### src/shared/hgb_pkg.sv
package hgb_pkg;

   localparam logic [3:0] OFF_G_DIR = 4'h0;
   localparam logic [3:0] OFF_G_IN = 4'h1;
   localparam logic [3:0] OFF_G_OUT = 4'h2;
   localparam logic [3:0] OFF_H_DIR = 4'h3;
   localparam logic [3:0] OFF_H_IN = 4'h4;
   localparam logic [3:0] OFF_H_OUT = 4'h5;
   localparam logic [3:0] OFF_I_DIR = 4'h6;
   localparam logic [3:0] OFF_I_IN = 4'h7;
   localparam logic [3:0] OFF_I_OUT = 4'h8;
   localparam logic [3:0] OFF_LAST = 4'h8;

   localparam logic [7:0] RST_DIR = 8'h00;
   localparam logic [7:0] RST_LATCH = 8'h00;
   localparam logic [7:0] RST_RDATA = 8'h00;

   localparam int SEL_G_BIT = 0;
   localparam int SEL_H_BIT = 1;
   localparam int SEL_I_BIT = 2;

   typedef struct packed {
      logic [15:0] addr;
      logic rd;
      logic wr;
      logic [7:0] wdata;
   } hgb_io_req_s;

   typedef struct packed {
      logic [7:0] dir;
      logic [7:0] out;
   } hgb_ctrl_s;

endpackage : hgb_pkg

### src/rtl/hgb_pin_cell.sv
`timescale 1ns/1ps
// Resolves one eight-pin group to its driven level and enable, registered.
module hgb_pin_cell (
   input wire logic core_clk,
   input wire logic reset_n,
   input wire logic host_sel,
   input wire logic main_supply_valid,
   input hgb_pkg::hgb_ctrl_s host_ctrl,
   input hgb_pkg::hgb_ctrl_s ec_ctrl,
   input wire logic pass_en,
   input wire logic pass_drive,
   input wire logic [7:0] pass_level,
   output logic [7:0] pin_out,
   output logic [7:0] pin_oe
);

   logic [7:0] out_q;
   logic [7:0] out_d;
   logic [7:0] oe_q;
   logic [7:0] oe_d;

   always_comb begin
      if (pass_en) begin
         // Pass-through routing wins over either register source.
         out_d = pass_level;
         oe_d = pass_drive ? 8'hff : 8'h00;
      end else if (host_sel) begin
         out_d = host_ctrl.out;
         // Host-sourced pins float while the main supply is down.
         oe_d = main_supply_valid ? host_ctrl.dir : 8'h00;
      end else begin
         out_d = ec_ctrl.out;
         oe_d = ec_ctrl.dir;
      end
   end

   always_ff @(posedge core_clk or negedge reset_n) begin
      if (!reset_n) begin
         out_q <= hgb_pkg::RST_LATCH;
         oe_q <= hgb_pkg::RST_DIR;
      end else begin
         out_q <= out_d;
         oe_q <= oe_d;
      end
   end

   assign pin_out = out_q;
   assign pin_oe = oe_q;

endmodule : hgb_pin_cell

### src/rtl/hgb_bank.sv
`timescale 1ns/1ps
// How it works
// - Base plus one reads the live levels of group G pins 0 to 7 and cannot be written.
// - Base plus two is the group G output latch, cleared at reset, driving the output pins while group G is host-sourced and pass-through is off.
// - Group H bits D0 to D7 map to its lowest to highest pin in every register.
// - Base plus three is the group H direction, cleared at reset, one meaning output.
// - Base plus four reads the present group H pin levels and ignores writes.
// - Base plus five is the group H output latch, cleared at reset.
// - When pass-through is enabled, group G levels route onto group H over the registers.
// - Group I bit n maps to group I pin n.
// - Base plus six is the group I direction, cleared at reset, one meaning output.
// - Base plus seven reads the current group I pin levels.
// - Base plus eight is the group I output latch, cleared at reset.
// - Per-group source-select bits choose host registers or controller-side registers.
// - Host accesses work whatever the source-select bits say, while the bank is active.
// - A host-sourced pin floats as input whenever the main supply is not valid, except group H while pass-through drives it.
module hgb_bank (
   input wire logic core_clk,
   input wire logic reset_n,
   input hgb_pkg::hgb_io_req_s io_req,
   input wire logic [15:0] bank_base,
   input wire logic bank_active,
   input wire logic [2:0] pin_source_select,
   input wire logic main_supply_valid,
   input wire logic pass_through_en,
   input hgb_pkg::hgb_ctrl_s ec_g_ctrl,
   input hgb_pkg::hgb_ctrl_s ec_h_ctrl,
   input hgb_pkg::hgb_ctrl_s ec_i_ctrl,
   input wire logic [7:0] g_pin_in,
   input wire logic [7:0] h_pin_in,
   input wire logic [7:0] i_pin_in,
   output logic [7:0] g_pin_out,
   output logic [7:0] g_pin_oe,
   output logic [7:0] h_pin_out,
   output logic [7:0] h_pin_oe,
   output logic [7:0] i_pin_out,
   output logic [7:0] i_pin_oe,
   output logic [7:0] io_rdata,
   output logic io_claim
);

   // Only address bits 15..4 of the base are compared, so a misaligned base
   // simply behaves as its aligned value.
   function automatic logic bank_hit(input logic [15:0] addr, input logic [15:0] base,
                                     input logic active);
      bank_hit = active && (addr[15:4] == base[15:4]) &&
                 (addr[3:0] <= hgb_pkg::OFF_LAST);
   endfunction : bank_hit

   logic hit;
   logic [3:0] off;
   logic [7:0] g_dir_q, g_dir_d, g_out_q, g_out_d;
   logic [7:0] h_dir_q, h_dir_d, h_out_q, h_out_d;
   logic [7:0] i_dir_q, i_dir_d, i_out_q, i_out_d;
   logic [7:0] rdata_q, rdata_d;
   logic claim_q, claim_d;

   assign hit = bank_hit(io_req.addr, bank_base, bank_active);
   assign off = io_req.addr[3:0];

   always_comb begin
      g_dir_d = g_dir_q;
      g_out_d = g_out_q;
      h_dir_d = h_dir_q;
      h_out_d = h_out_q;
      i_dir_d = i_dir_q;
      i_out_d = i_out_q;
      // Source-select does not gate access at all.
      if (io_req.wr && hit) begin
         case (off)
            hgb_pkg::OFF_G_DIR: g_dir_d = io_req.wdata;
            hgb_pkg::OFF_G_OUT: g_out_d = io_req.wdata;
            hgb_pkg::OFF_H_DIR: h_dir_d = io_req.wdata;
            hgb_pkg::OFF_H_OUT: h_out_d = io_req.wdata;
            hgb_pkg::OFF_I_DIR: i_dir_d = io_req.wdata;
            hgb_pkg::OFF_I_OUT: i_out_d = io_req.wdata;
            default: g_dir_d = g_dir_q;
         endcase
      end
   end

   always_comb begin
      rdata_d = hgb_pkg::RST_RDATA;
      claim_d = (io_req.rd || io_req.wr) && hit;
      if (io_req.rd && hit) begin
         case (off)
            hgb_pkg::OFF_G_DIR: rdata_d = g_dir_q;
            hgb_pkg::OFF_G_IN: rdata_d = g_pin_in;
            hgb_pkg::OFF_G_OUT: rdata_d = g_out_q;
            hgb_pkg::OFF_H_DIR: rdata_d = h_dir_q;
            hgb_pkg::OFF_H_IN: rdata_d = h_pin_in;
            hgb_pkg::OFF_H_OUT: rdata_d = h_out_q;
            hgb_pkg::OFF_I_DIR: rdata_d = i_dir_q;
            hgb_pkg::OFF_I_IN: rdata_d = i_pin_in;
            hgb_pkg::OFF_I_OUT: rdata_d = i_out_q;
            default: rdata_d = hgb_pkg::RST_RDATA;
         endcase
      end
   end

   always_ff @(posedge core_clk or negedge reset_n) begin
      if (!reset_n) begin
         g_dir_q <= hgb_pkg::RST_DIR;
         g_out_q <= hgb_pkg::RST_LATCH;
         h_dir_q <= hgb_pkg::RST_DIR;
         h_out_q <= hgb_pkg::RST_LATCH;
         i_dir_q <= hgb_pkg::RST_DIR;
         i_out_q <= hgb_pkg::RST_LATCH;
         rdata_q <= hgb_pkg::RST_RDATA;
         claim_q <= 1'b0;
      end else begin
         g_dir_q <= g_dir_d;
         g_out_q <= g_out_d;
         h_dir_q <= h_dir_d;
         h_out_q <= h_out_d;
         i_dir_q <= i_dir_d;
         i_out_q <= i_out_d;
         rdata_q <= rdata_d;
         claim_q <= claim_d;
      end
   end

   assign io_rdata = rdata_q;
   assign io_claim = claim_q;

   // In pass-through, G pins become inputs and their levels appear on H.
   hgb_pin_cell u_cell_g (
      .core_clk(core_clk),
      .reset_n(reset_n),
      .host_sel(pin_source_select[hgb_pkg::SEL_G_BIT]),
      .main_supply_valid(main_supply_valid),
      .host_ctrl({g_dir_q, g_out_q}),
      .ec_ctrl(ec_g_ctrl),
      .pass_en(pass_through_en),
      .pass_drive(1'b0),
      .pass_level(8'h00),
      .pin_out(g_pin_out),
      .pin_oe(g_pin_oe)
   );

   hgb_pin_cell u_cell_h (
      .core_clk(core_clk),
      .reset_n(reset_n),
      .host_sel(pin_source_select[hgb_pkg::SEL_H_BIT]),
      .main_supply_valid(main_supply_valid),
      .host_ctrl({h_dir_q, h_out_q}),
      .ec_ctrl(ec_h_ctrl),
      .pass_en(pass_through_en),
      .pass_drive(1'b1),
      .pass_level(g_pin_in),
      .pin_out(h_pin_out),
      .pin_oe(h_pin_oe)
   );

   hgb_pin_cell u_cell_i (
      .core_clk(core_clk),
      .reset_n(reset_n),
      .host_sel(pin_source_select[hgb_pkg::SEL_I_BIT]),
      .main_supply_valid(main_supply_valid),
      .host_ctrl({i_dir_q, i_out_q}),
      .ec_ctrl(ec_i_ctrl),
      .pass_en(1'b0),
      .pass_drive(1'b0),
      .pass_level(8'h00),
      .pin_out(i_pin_out),
      .pin_oe(i_pin_oe)
   );

   logic rd_hit, wr_hit;
   assign rd_hit = io_req.rd && hit;
   assign wr_hit = io_req.wr && hit;
endmodule : hgb_bank

### config.mk
export PLATFORM = sky130hd
export DESIGN_NAME = hgb_bank
export DESIGN_NICKNAME = d
export VERILOG_FILES = /design/src/shared/hgb_pkg.sv /design/src/rtl/hgb_pin_cell.sv /design/src/rtl/hgb_bank.sv
export SDC_FILE = /design/constraint.sdc
export NUM_CORES = 1
export LEC_CHECK = 0
export BUFFER_PORTS_ARGS = -buffer_cell sky130_fd_sc_hd__buf_2
export CAP_MARGIN = 25
export CORE_UTILIZATION = 50
export CTS_CLUSTER_DIAMETER = 30
export DETAILED_ROUTE_END_ITERATION = 7
export PLACE_DENSITY_LB_ADDON = 0.05
export SLEW_MARGIN = 20
export SYNTH_ARGS = -nofsm -noshare
export SYNTH_HDL_FRONTEND = slang
export SYNTH_SLANG_ARGS = --single-unit
### constraint.sdc
create_clock -name core_clk -period 1.95 [get_ports core_clk]
set_input_delay 0.4875 -clock core_clk [delete_from_list [all_inputs] [get_ports core_clk]]
set_output_delay 0.4875 -clock core_clk [all_outputs]
set_load 0.02 [all_outputs]
* Word-level counts from Yosys, hierarchy flattened
Cells that the tools add are included.
** Storage, ports and cells
- Bits in registers :: 105
- Input bits :: 122
- Output and inout bits :: 57
- Logic and storage cells :: 52
** Cells by class
- Mux-type cells :: 15
- Reduce and logical (&&, ||, !) cells :: 13
- Eq/ne operators :: 9
- $lt $le $gt $ge :: 1
** Operator list (count)
- $mux W8 :: 14
- $pmux W8 S9 :: 1
- $eq A4 B3 Y1 const B :: 4
- $eq A12 B12 Y1 :: 1
- $reduce_and A2 Y1 :: 6
- $eq A4 B2 Y1 const B :: 2
- $logic_and A1 B1 Y1 :: 5
- $eq A4 B1 Y1 const B :: 1
- $eq A4 B4 Y1 const B :: 1
- $le A4 B4 Y1 const B :: 1
- $logic_not A4 Y1 :: 1
- $logic_or A1 B1 Y1 :: 1

* Depth between registers and ports, before layout
Gate-level depths: netlist of run 1.
- Word-level depth :: 5
- Gate-level depth with buffers :: 7
- Depth with buffers taken out :: 5

* Cells and area by module
A second synthesis of run 1 with hierarchy kept.
** Unflattened totals
- Cells, all modules :: 464
- Area total of the unflattened synthesis :: 5368.9 um2
** Modules (own cells, without submodules)
- hgb_bank :: cells an instance 248, area each 3075.4 um2, times used 1, seq. area each 1426.4 um2
- hgb_pin_cell :: cells an instance 72, area each 764.5 um2, times used 3, seq. area each 400.4 um2

* Worst setup path after synthesis of run 1
Ideal clock, no wire load.
- Path kind :: input -> register
- Start :: in io_req[10] (netlist bit)
- End :: reg h_out_q[0]
- Arrival time :: 2.148 ns
- Data required time :: 1.825 ns
- Path slack :: -0.323 ns
- Setup time :: 0.125 ns
- Stages :: 6
- Path buffers :: 1
- Cell sequence :: clkbuf_1 > nor3_2 > o211ai_1 > nor4_4 > nand4_2 > mux2_2
** On the way
- Longest elaborated chain between the ends :: 4
- Elaborated cells on any way between the ends :: 5
- Those cells by class :: order compare: 1; eq/ne: 1; reduce/logical: 3
** Ends and longest elaborated chain
- from (decl) :: RTL line hgb_bank.sv:20 : input hgb_pkg::hgb_io_req_s io_req,
- $le A4 B4 Y1 :: RTL line hgb_bank.sv:47 : (addr[3:0] <= hgb_pkg::OFF_LAST);
- $logic_and A1 B1 Y1 :: RTL line hgb_bank.sv:46 : bank_hit = active && (addr[15:4] == base[15:4]) &&
- $logic_and A1 B1 Y1
- $reduce_and A2 Y1 (no source line) *
- to (signal assigned) :: RTL line hgb_bank.sv:106 : h_out_q <= hgb_pkg::RST_LATCH;
- to (signal assigned) :: RTL line hgb_bank.sv:115 : h_out_q <= h_out_d;
- to (decl) :: RTL line hgb_bank.sv:53 : logic [7:0] h_dir_q, h_dir_d, h_out_q, h_out_d;
Every way passes the cells marked *; elsewhere a longest branch is shown, timed or not.
A chain may end at the register's enable or synchronous reset.

* Worst setup path after layout of run 1
- Start :: in bank_base[15]
- End :: reg g_dir_q[7]
** On the way
- Longest elaborated chain between the ends :: 5
** Ends and longest elaborated chain
- from (decl) :: RTL line hgb_bank.sv:21 : input wire logic [15:0] bank_base,
- $eq A12 B12 Y1 :: RTL line hgb_bank.sv:46
- $logic_and A1 B1 Y1 (2 in series) :: RTL line hgb_bank.sv:46
- $logic_and A1 B1 Y1
- $reduce_and A2 Y1 (no source line)
- to (signal assigned) :: RTL line hgb_bank.sv:103 : g_dir_q <= hgb_pkg::RST_DIR;
- to (signal assigned) :: RTL line hgb_bank.sv:112 : g_dir_q <= g_dir_d;
- to (decl) :: RTL line hgb_bank.sv:52 : logic [7:0] g_dir_q, g_dir_d, g_out_q, g_out_d;
No other way between the ends.

==> flow_summary.toml, run 1 <==
[drt]
drt-pass1-iter-count = 4
via_per_inst = 5.298
avgRoutedWirePerCell_um = 17.35
vias = 3836
antenna_left = 0
wirelength_mm = 12.56
drtIter0Drc = 189
drc = 0

[yosys]
synth_flop_cell = "dfrtp_1"
synth_cells = 403
synth-edff-count = 0
synth_seq_cells = 105
syn_nets = 525
yosysWarnings = 0
synth_area_um2 = 4846
synth_area_leaders = "dfrtp_1, mux2_2, mux2i_1"
synthArstFlopShare_pct = 100.0
yosysSeqAreaShare_pct = 54.22
yosysMostFrequentCell = "dfrtp_1"
synth_cell_types = 39
synth_area_leader_cell = "dfrtp_1"
synth_top_area_share_pct = 54.22
synth_commonest_cells = "dfrtp_1, mux2_2, nand2_1, o21ai_0, nor2b_1"
syn-mean-instance-area_um2 = 12.02

[floorplanning]
die_w_um = 100.4
io_pins = 179
num_rows = 35
coreArea_um2 = 9328
die-area_um2 = 10090
die_h_um = 100.4
start_util_pct = 51.95

[power_and_ir_drop]
peakVddDrop_uv = 363.3
p_per_area_nw_per_um2 = 662.3
power.leakage_nw = 3.252

[grt]
grt_pass1_wl_mm = 19.74
grt_max_degree = 106
use_met1_pct = 35.75
grt_use_met2_pct = 42.89
busiest_layer = "met2"
antenna_found_initial = 0
first_global_vias = 3732
grt_remaining_overflow = 0
grt.met3_usage_pct = 4.387
groute.usage.overall_pct = 26.17

[sta]
setup_ws_ps = 164.1
setup_viol_count_final = 0
tightestPinTransition_ps = 613.3
slew_headroom_pct = 59.12
fin_crit_ps = 1786
post-route-period-util_pct = 91.59
rsz0062_at_grt = "false"
slew_viol_final = 0
hold_viol = 0
fin_skew_ps = 13.46
fmax_ghz = 0.5599

[critical_path]
required_ps = 2190
cp-start-kind = "input pin"
endpoint_kind = "flip-flop"
arrival_ps = 2030
worstPathMaxFanout = 8
crit_chain = "buf_2, xnor2_1, nand4_1, nor4_4, buf_12, nand4_2, mux2_2"
r2r_setup_slack_ps = 370
cp_slowest_cell = "mux2_2"
critPathKind = "in2reg"
cp_slowest_stage_delay_ps = 370

[clocking]
cts_max_level = 3
cts-resized-gates = 0
clkSlewWorstSetupHoldPaths_ps = 100
clk_latency_ps = 370
cts_setup_buffers = 0
cts_sinks = 105
root_buffer = "clkbuf_8"
cts_buffer_depth = 2
cts_buffers = 9
cts_tree = "yes"
postCtsHoldBufs = 0

[finish]
layout-area-overhead-vs-synth_pct = 28.30
seqCellArea_um2 = 2628
drive_above_1_share_pct = 49.08
postLayoutCoreUtil_pct = 66.65
n_fill_cell = 774
fin_area_um2 = 6217
diodes = 0
multi_input_area_um2 = 2110
instances_no_fill = 724
nets = 712

[placement]
dpl.cell_count = 708
placed_area_um2 = 6030
io_buffers = 174
post-place-ws_ps = -224.0
post-dp-hpwl_mm = 9.416
place_congestion = 0.9006

[hold_path]
hold_path_class = "in2async"

[run_status]
status = "finished, final reports clean"

[flow_run]
maxCapViolations = 0
## layout make-up
cell class	instances	share of cell area [%]
Clock inverter	6	0.8050
Tap cell	129	2.596
Timing Repair Buffer	200	17.59
Multi-Input combinational cell	264	33.93
Inverter	10	0.6037
Sequential cell	105	42.26
Clock buffer	10	2.214
## worst max-delay path, delay by kind of cell
kind	cells	cell delay [ps]
xor+xnor	1	140
buf+inv	2	280
mux	1	370
simple gates	3	740
## flip-flops by register name, indices dropped and copies added (netlist names)
name              flops
u_cell_i.pin_oe       8
u_cell_h.pin_out      8
h_dir_q               8
u_cell_i.pin_out      8
h_out_q               8
i_dir_q               8
u_cell_g.pin_oe       8
g_dir_q               8
u_cell_g.pin_out      8
i_out_q               8
u_cell_h.pin_oe       8
g_out_q               8
io_claim              1
io_rdata              8
## stage by stage
step,TNS [ps],hold slack [ps],total power [mW]
2_1_floorplan,-6082,191.9,2.570
3_3_place_gp,-7361,492.3,2.876
3_5_place_dp,-8373,507.6,2.885
4_1_cts,0,192.4,4.160
5_1_grt,0,230.6,4.292
6_report,0,157.7,4.118
## cells by family (layout without fill, tap and decap cells)
group                     after synthesis  after routing  synth area share (%)
muxes                                  89             89                 20.84
DFF                                   105            105                 54.22
AOI/OAI and AO/OA                      71             71                 9.631
buffers and inverters                  34            226                 2.634
xor gates and xnor gates               12             12                 2.169
and+or+nand+nor                        92             92                 10.51
## metal layers
layer | part of all wire (%) | routed length [um]
met1 | 43 | 5389
met2 | 48 | 6039
met3 | 7.1 | 895
met4 | 1.9 | 233
met5 | 0 | 0
## power breakdown
part | switching (mW) | total (mW) | leakage (nW) | internal (mW)
sequential | 0.0113 | 2.24 | 1.41 | 2.23
combinational | 0.346 | 0.601 | 1.75 | 0.255
clock | 0.763 | 1.28 | 0.0948 | 0.516
## layout by cell type, fill, tap and decap left out, types with 3 or more instances in the layout
cell / Yosys / routed
dfrtp_1: 105 / 105
mux4_2: 3 / 3
mux2_2: 65 / 64
nand3_1: 6 / 6
nand2_1: 26 / 26
a22oi_1: 5 / 5
a221oi_1: 7 / 7
nor2_1: 18 / 18
a31oi_1: 3 / 3
nor2b_1: 22 / 22
buf_2: 0 / 173
o21ai_0: 23 / 23
buf_4: 0 / 25
a311o_1: 8 / 8
nand4_1: 3 / 3
a21oi_1: 15 / 15
xnor2_1: 12 / 12
inv_1: 9 / 9
clkbuf_8: 0 / 10
nand4_2: 4 / 3
mux2i_1: 21 / 21
## path summary, 6_finish.rpt
check / from / cells after the start / to
min in group core_clk: ec_i_ctrl[7] / 2 / u_cell_i.pin_out[7]
worst min-delay path: reset_n / 2 / u_cell_h.pin_out[7]
worst max-delay path: bank_base[15] / 7 / g_dir_q[7]
max in group asynchronous: reset_n / 2 / io_rdata[4]
worst min register to register: i_dir_q[7] / 2 / u_cell_i.pin_oe[7]
worst max register to register: g_out_q[7] / 4 / io_rdata[7]
Power figures use the tool's default switching activity.
==> inputs of run 2 (changes only) <==
CORE_ASPECT_RATIO = 1.1   (was default)
==> flow_summary.toml, run 2 (synthesis results as in run 1) <==
[placement]
io_buffers = 174
post-dp-hpwl_mm = 9.926
dpl.cell_count = 698
post-place-ws_ps = -276.4
place_congestion = 0.9286

[finish]
multi_input_area_um2 = 2110
layout-area-overhead-vs-synth_pct = 28.48
nets = 714
n_fill_cell = 800
final_common_cell = "buf_2"
seqCellArea_um2 = 2628
diodes = 0
drive_above_1_share_pct = 49.16
instances_no_fill = 713
mostFrequentLayoutCells = "buf_2, dfrtp_1, mux2_2"

[sta]
hold_viol = 0
rsz0062_at_grt = "false"
fin_crit_ps = 1852
slew_headroom_pct = 57.67
slew_viol_final = 0
setup_ws_ps = 97.77
fmax_ghz = 0.5399
setup_viol_count_final = 0
tightestPinTransition_ps = 634.9
post-route-period-util_pct = 94.99
fin_skew_ps = 9.316

[run_status]
status = "finished, final reports clean"

[floorplanning]
die-area_um2 = 10090
die_w_um = 95.87
num_rows = 37
start_util_pct = 51.56
coreArea_um2 = 9398
die_h_um = 105.3
io_pins = 179

[critical_path]
worstReg2RegEnd = "io_rdata[4]"
critPathKind = "in2reg"
cp-start-kind = "input pin"
arrival_ps = 2110
ff2ff_path_depth = 5
crit_start = "bank_base[15]"
worstPathMaxFanout = 8
r2r_setup_slack_ps = 370
endpoint_kind = "flip-flop"
r2r_start = "h_out_q[4]"
required_ps = 2200

[power_and_ir_drop]
power.leakage_nw = 3.261
power.share.switching_pct = 26.42
p_seq_share_pct = 53.7
peakVddDrop_uv = 366.9
p_int_mw = 3.068
pwr-share-clk_pct = 31.6
p_per_area_nw_per_um2 = 669.6
p_switching_mw = 1.101
combinationalPowerShare_pct = 14.7

[drt]
drt-pass1-iter-count = 4
antenna_left = 0
wirelength_mm = 13.05
vias = 3869
avgRoutedWirePerCell_um = 18.31
drtIter0Drc = 164
via_per_inst = 5.426
drc = 0

[clocking]
clk_latency_ps = 370
postCtsHoldBufs = 0
cts_setup_buffers = 0
cts_max_level = 3
root_buffer = "clkbuf_8"
cts_tree = "yes"
cts_buffers = 9
cts-resized-gates = 0
clkSlewWorstSetupHoldPaths_ps = 90
cts_buffer_depth = 2
cts_sinks = 105

[grt]
grt_remaining_overflow = 0
antenna_found_initial = 0
groute.usage.overall_pct = 27.69
grt_pass1_wl_mm = 20.33
first_global_vias = 3911
grt_max_degree = 43

[hold_path]
hold_path_class = "in2async"

[flow_run]
maxCapViolations = 0
==> run 2: cell count changes in the layout (fill, tap and decap cells not counted), sizes merged <==
cell,change
inv,-2
clkbuf,-1
bufinv,+1
buf,+2
clkinvlp,+1
==> run 2: through the flow <==
stage	cell area [um^2]	util, %	power [mW]	hold slack, ps	setup TNS, ps
CTS	6226	66.25	4.191	73.18	0
floorplan	4886	-	2.570	191.9	-6082
detailed placement	6042	64.29	2.899	476.8	-10620
finish	6226	66.25	4.169	69.09	0
global route	6226	66.25	4.334	88.90	0
global placement	6042	64.29	2.887	469.9	-7670
==> run 2: worst max-delay path by stage <==
stage,end,slack (ps),cells after the start
after detailed placement,i_dir_q[5],-280,7
after CTS,i_out_q[2],120,7
after floorplan,i_dir_q[0],-180,6
after global routing,i_out_q[2],1,7
after global placement,i_dir_q[2],-200,7
final,i_dir_q[2],100,7
==> run 2: power groups by stage <==
stage,combinational [mW],sequential [mW],clock [mW]
floorplan,0.216,2.35,0
global placement,0.607,2.28,0
detailed placement,0.617,2.28,0
CTS,0.618,2.24,1.33
global route,0.668,2.24,1.42
finish,0.614,2.24,1.32
==> run 2: critical path, cell delays in order <==
cell and delay, ps:
buf_2 100, xnor2_1 180, nand4_1 170, nor4_4 330, buf_12 170, nand4_2 280
mux2_2 370
==> run 2: metal layers <==
layer	vias up	track usage (%)	share of wire [%]
li1	1825	-	-
met5	-	0	0
met3	20	4.257	5.3
met1	1881	36.62	43
met4	0	10.77	2.0
met2	143	45.41	49
==> run 2: final cells by class <==
| class | instances | area share (%) |
|---|---|---|
| sequential | 105 | 42.20 |
| multi-input combinational | 264 | 33.88 |
| timing repair buffer | 202 | 18.01 |
| tap | 117 | 2.351 |
| clock buffer | 9 | 1.990 |
| clock inverter | 6 | 0.9646 |
| inverter | 10 | 0.6029 |
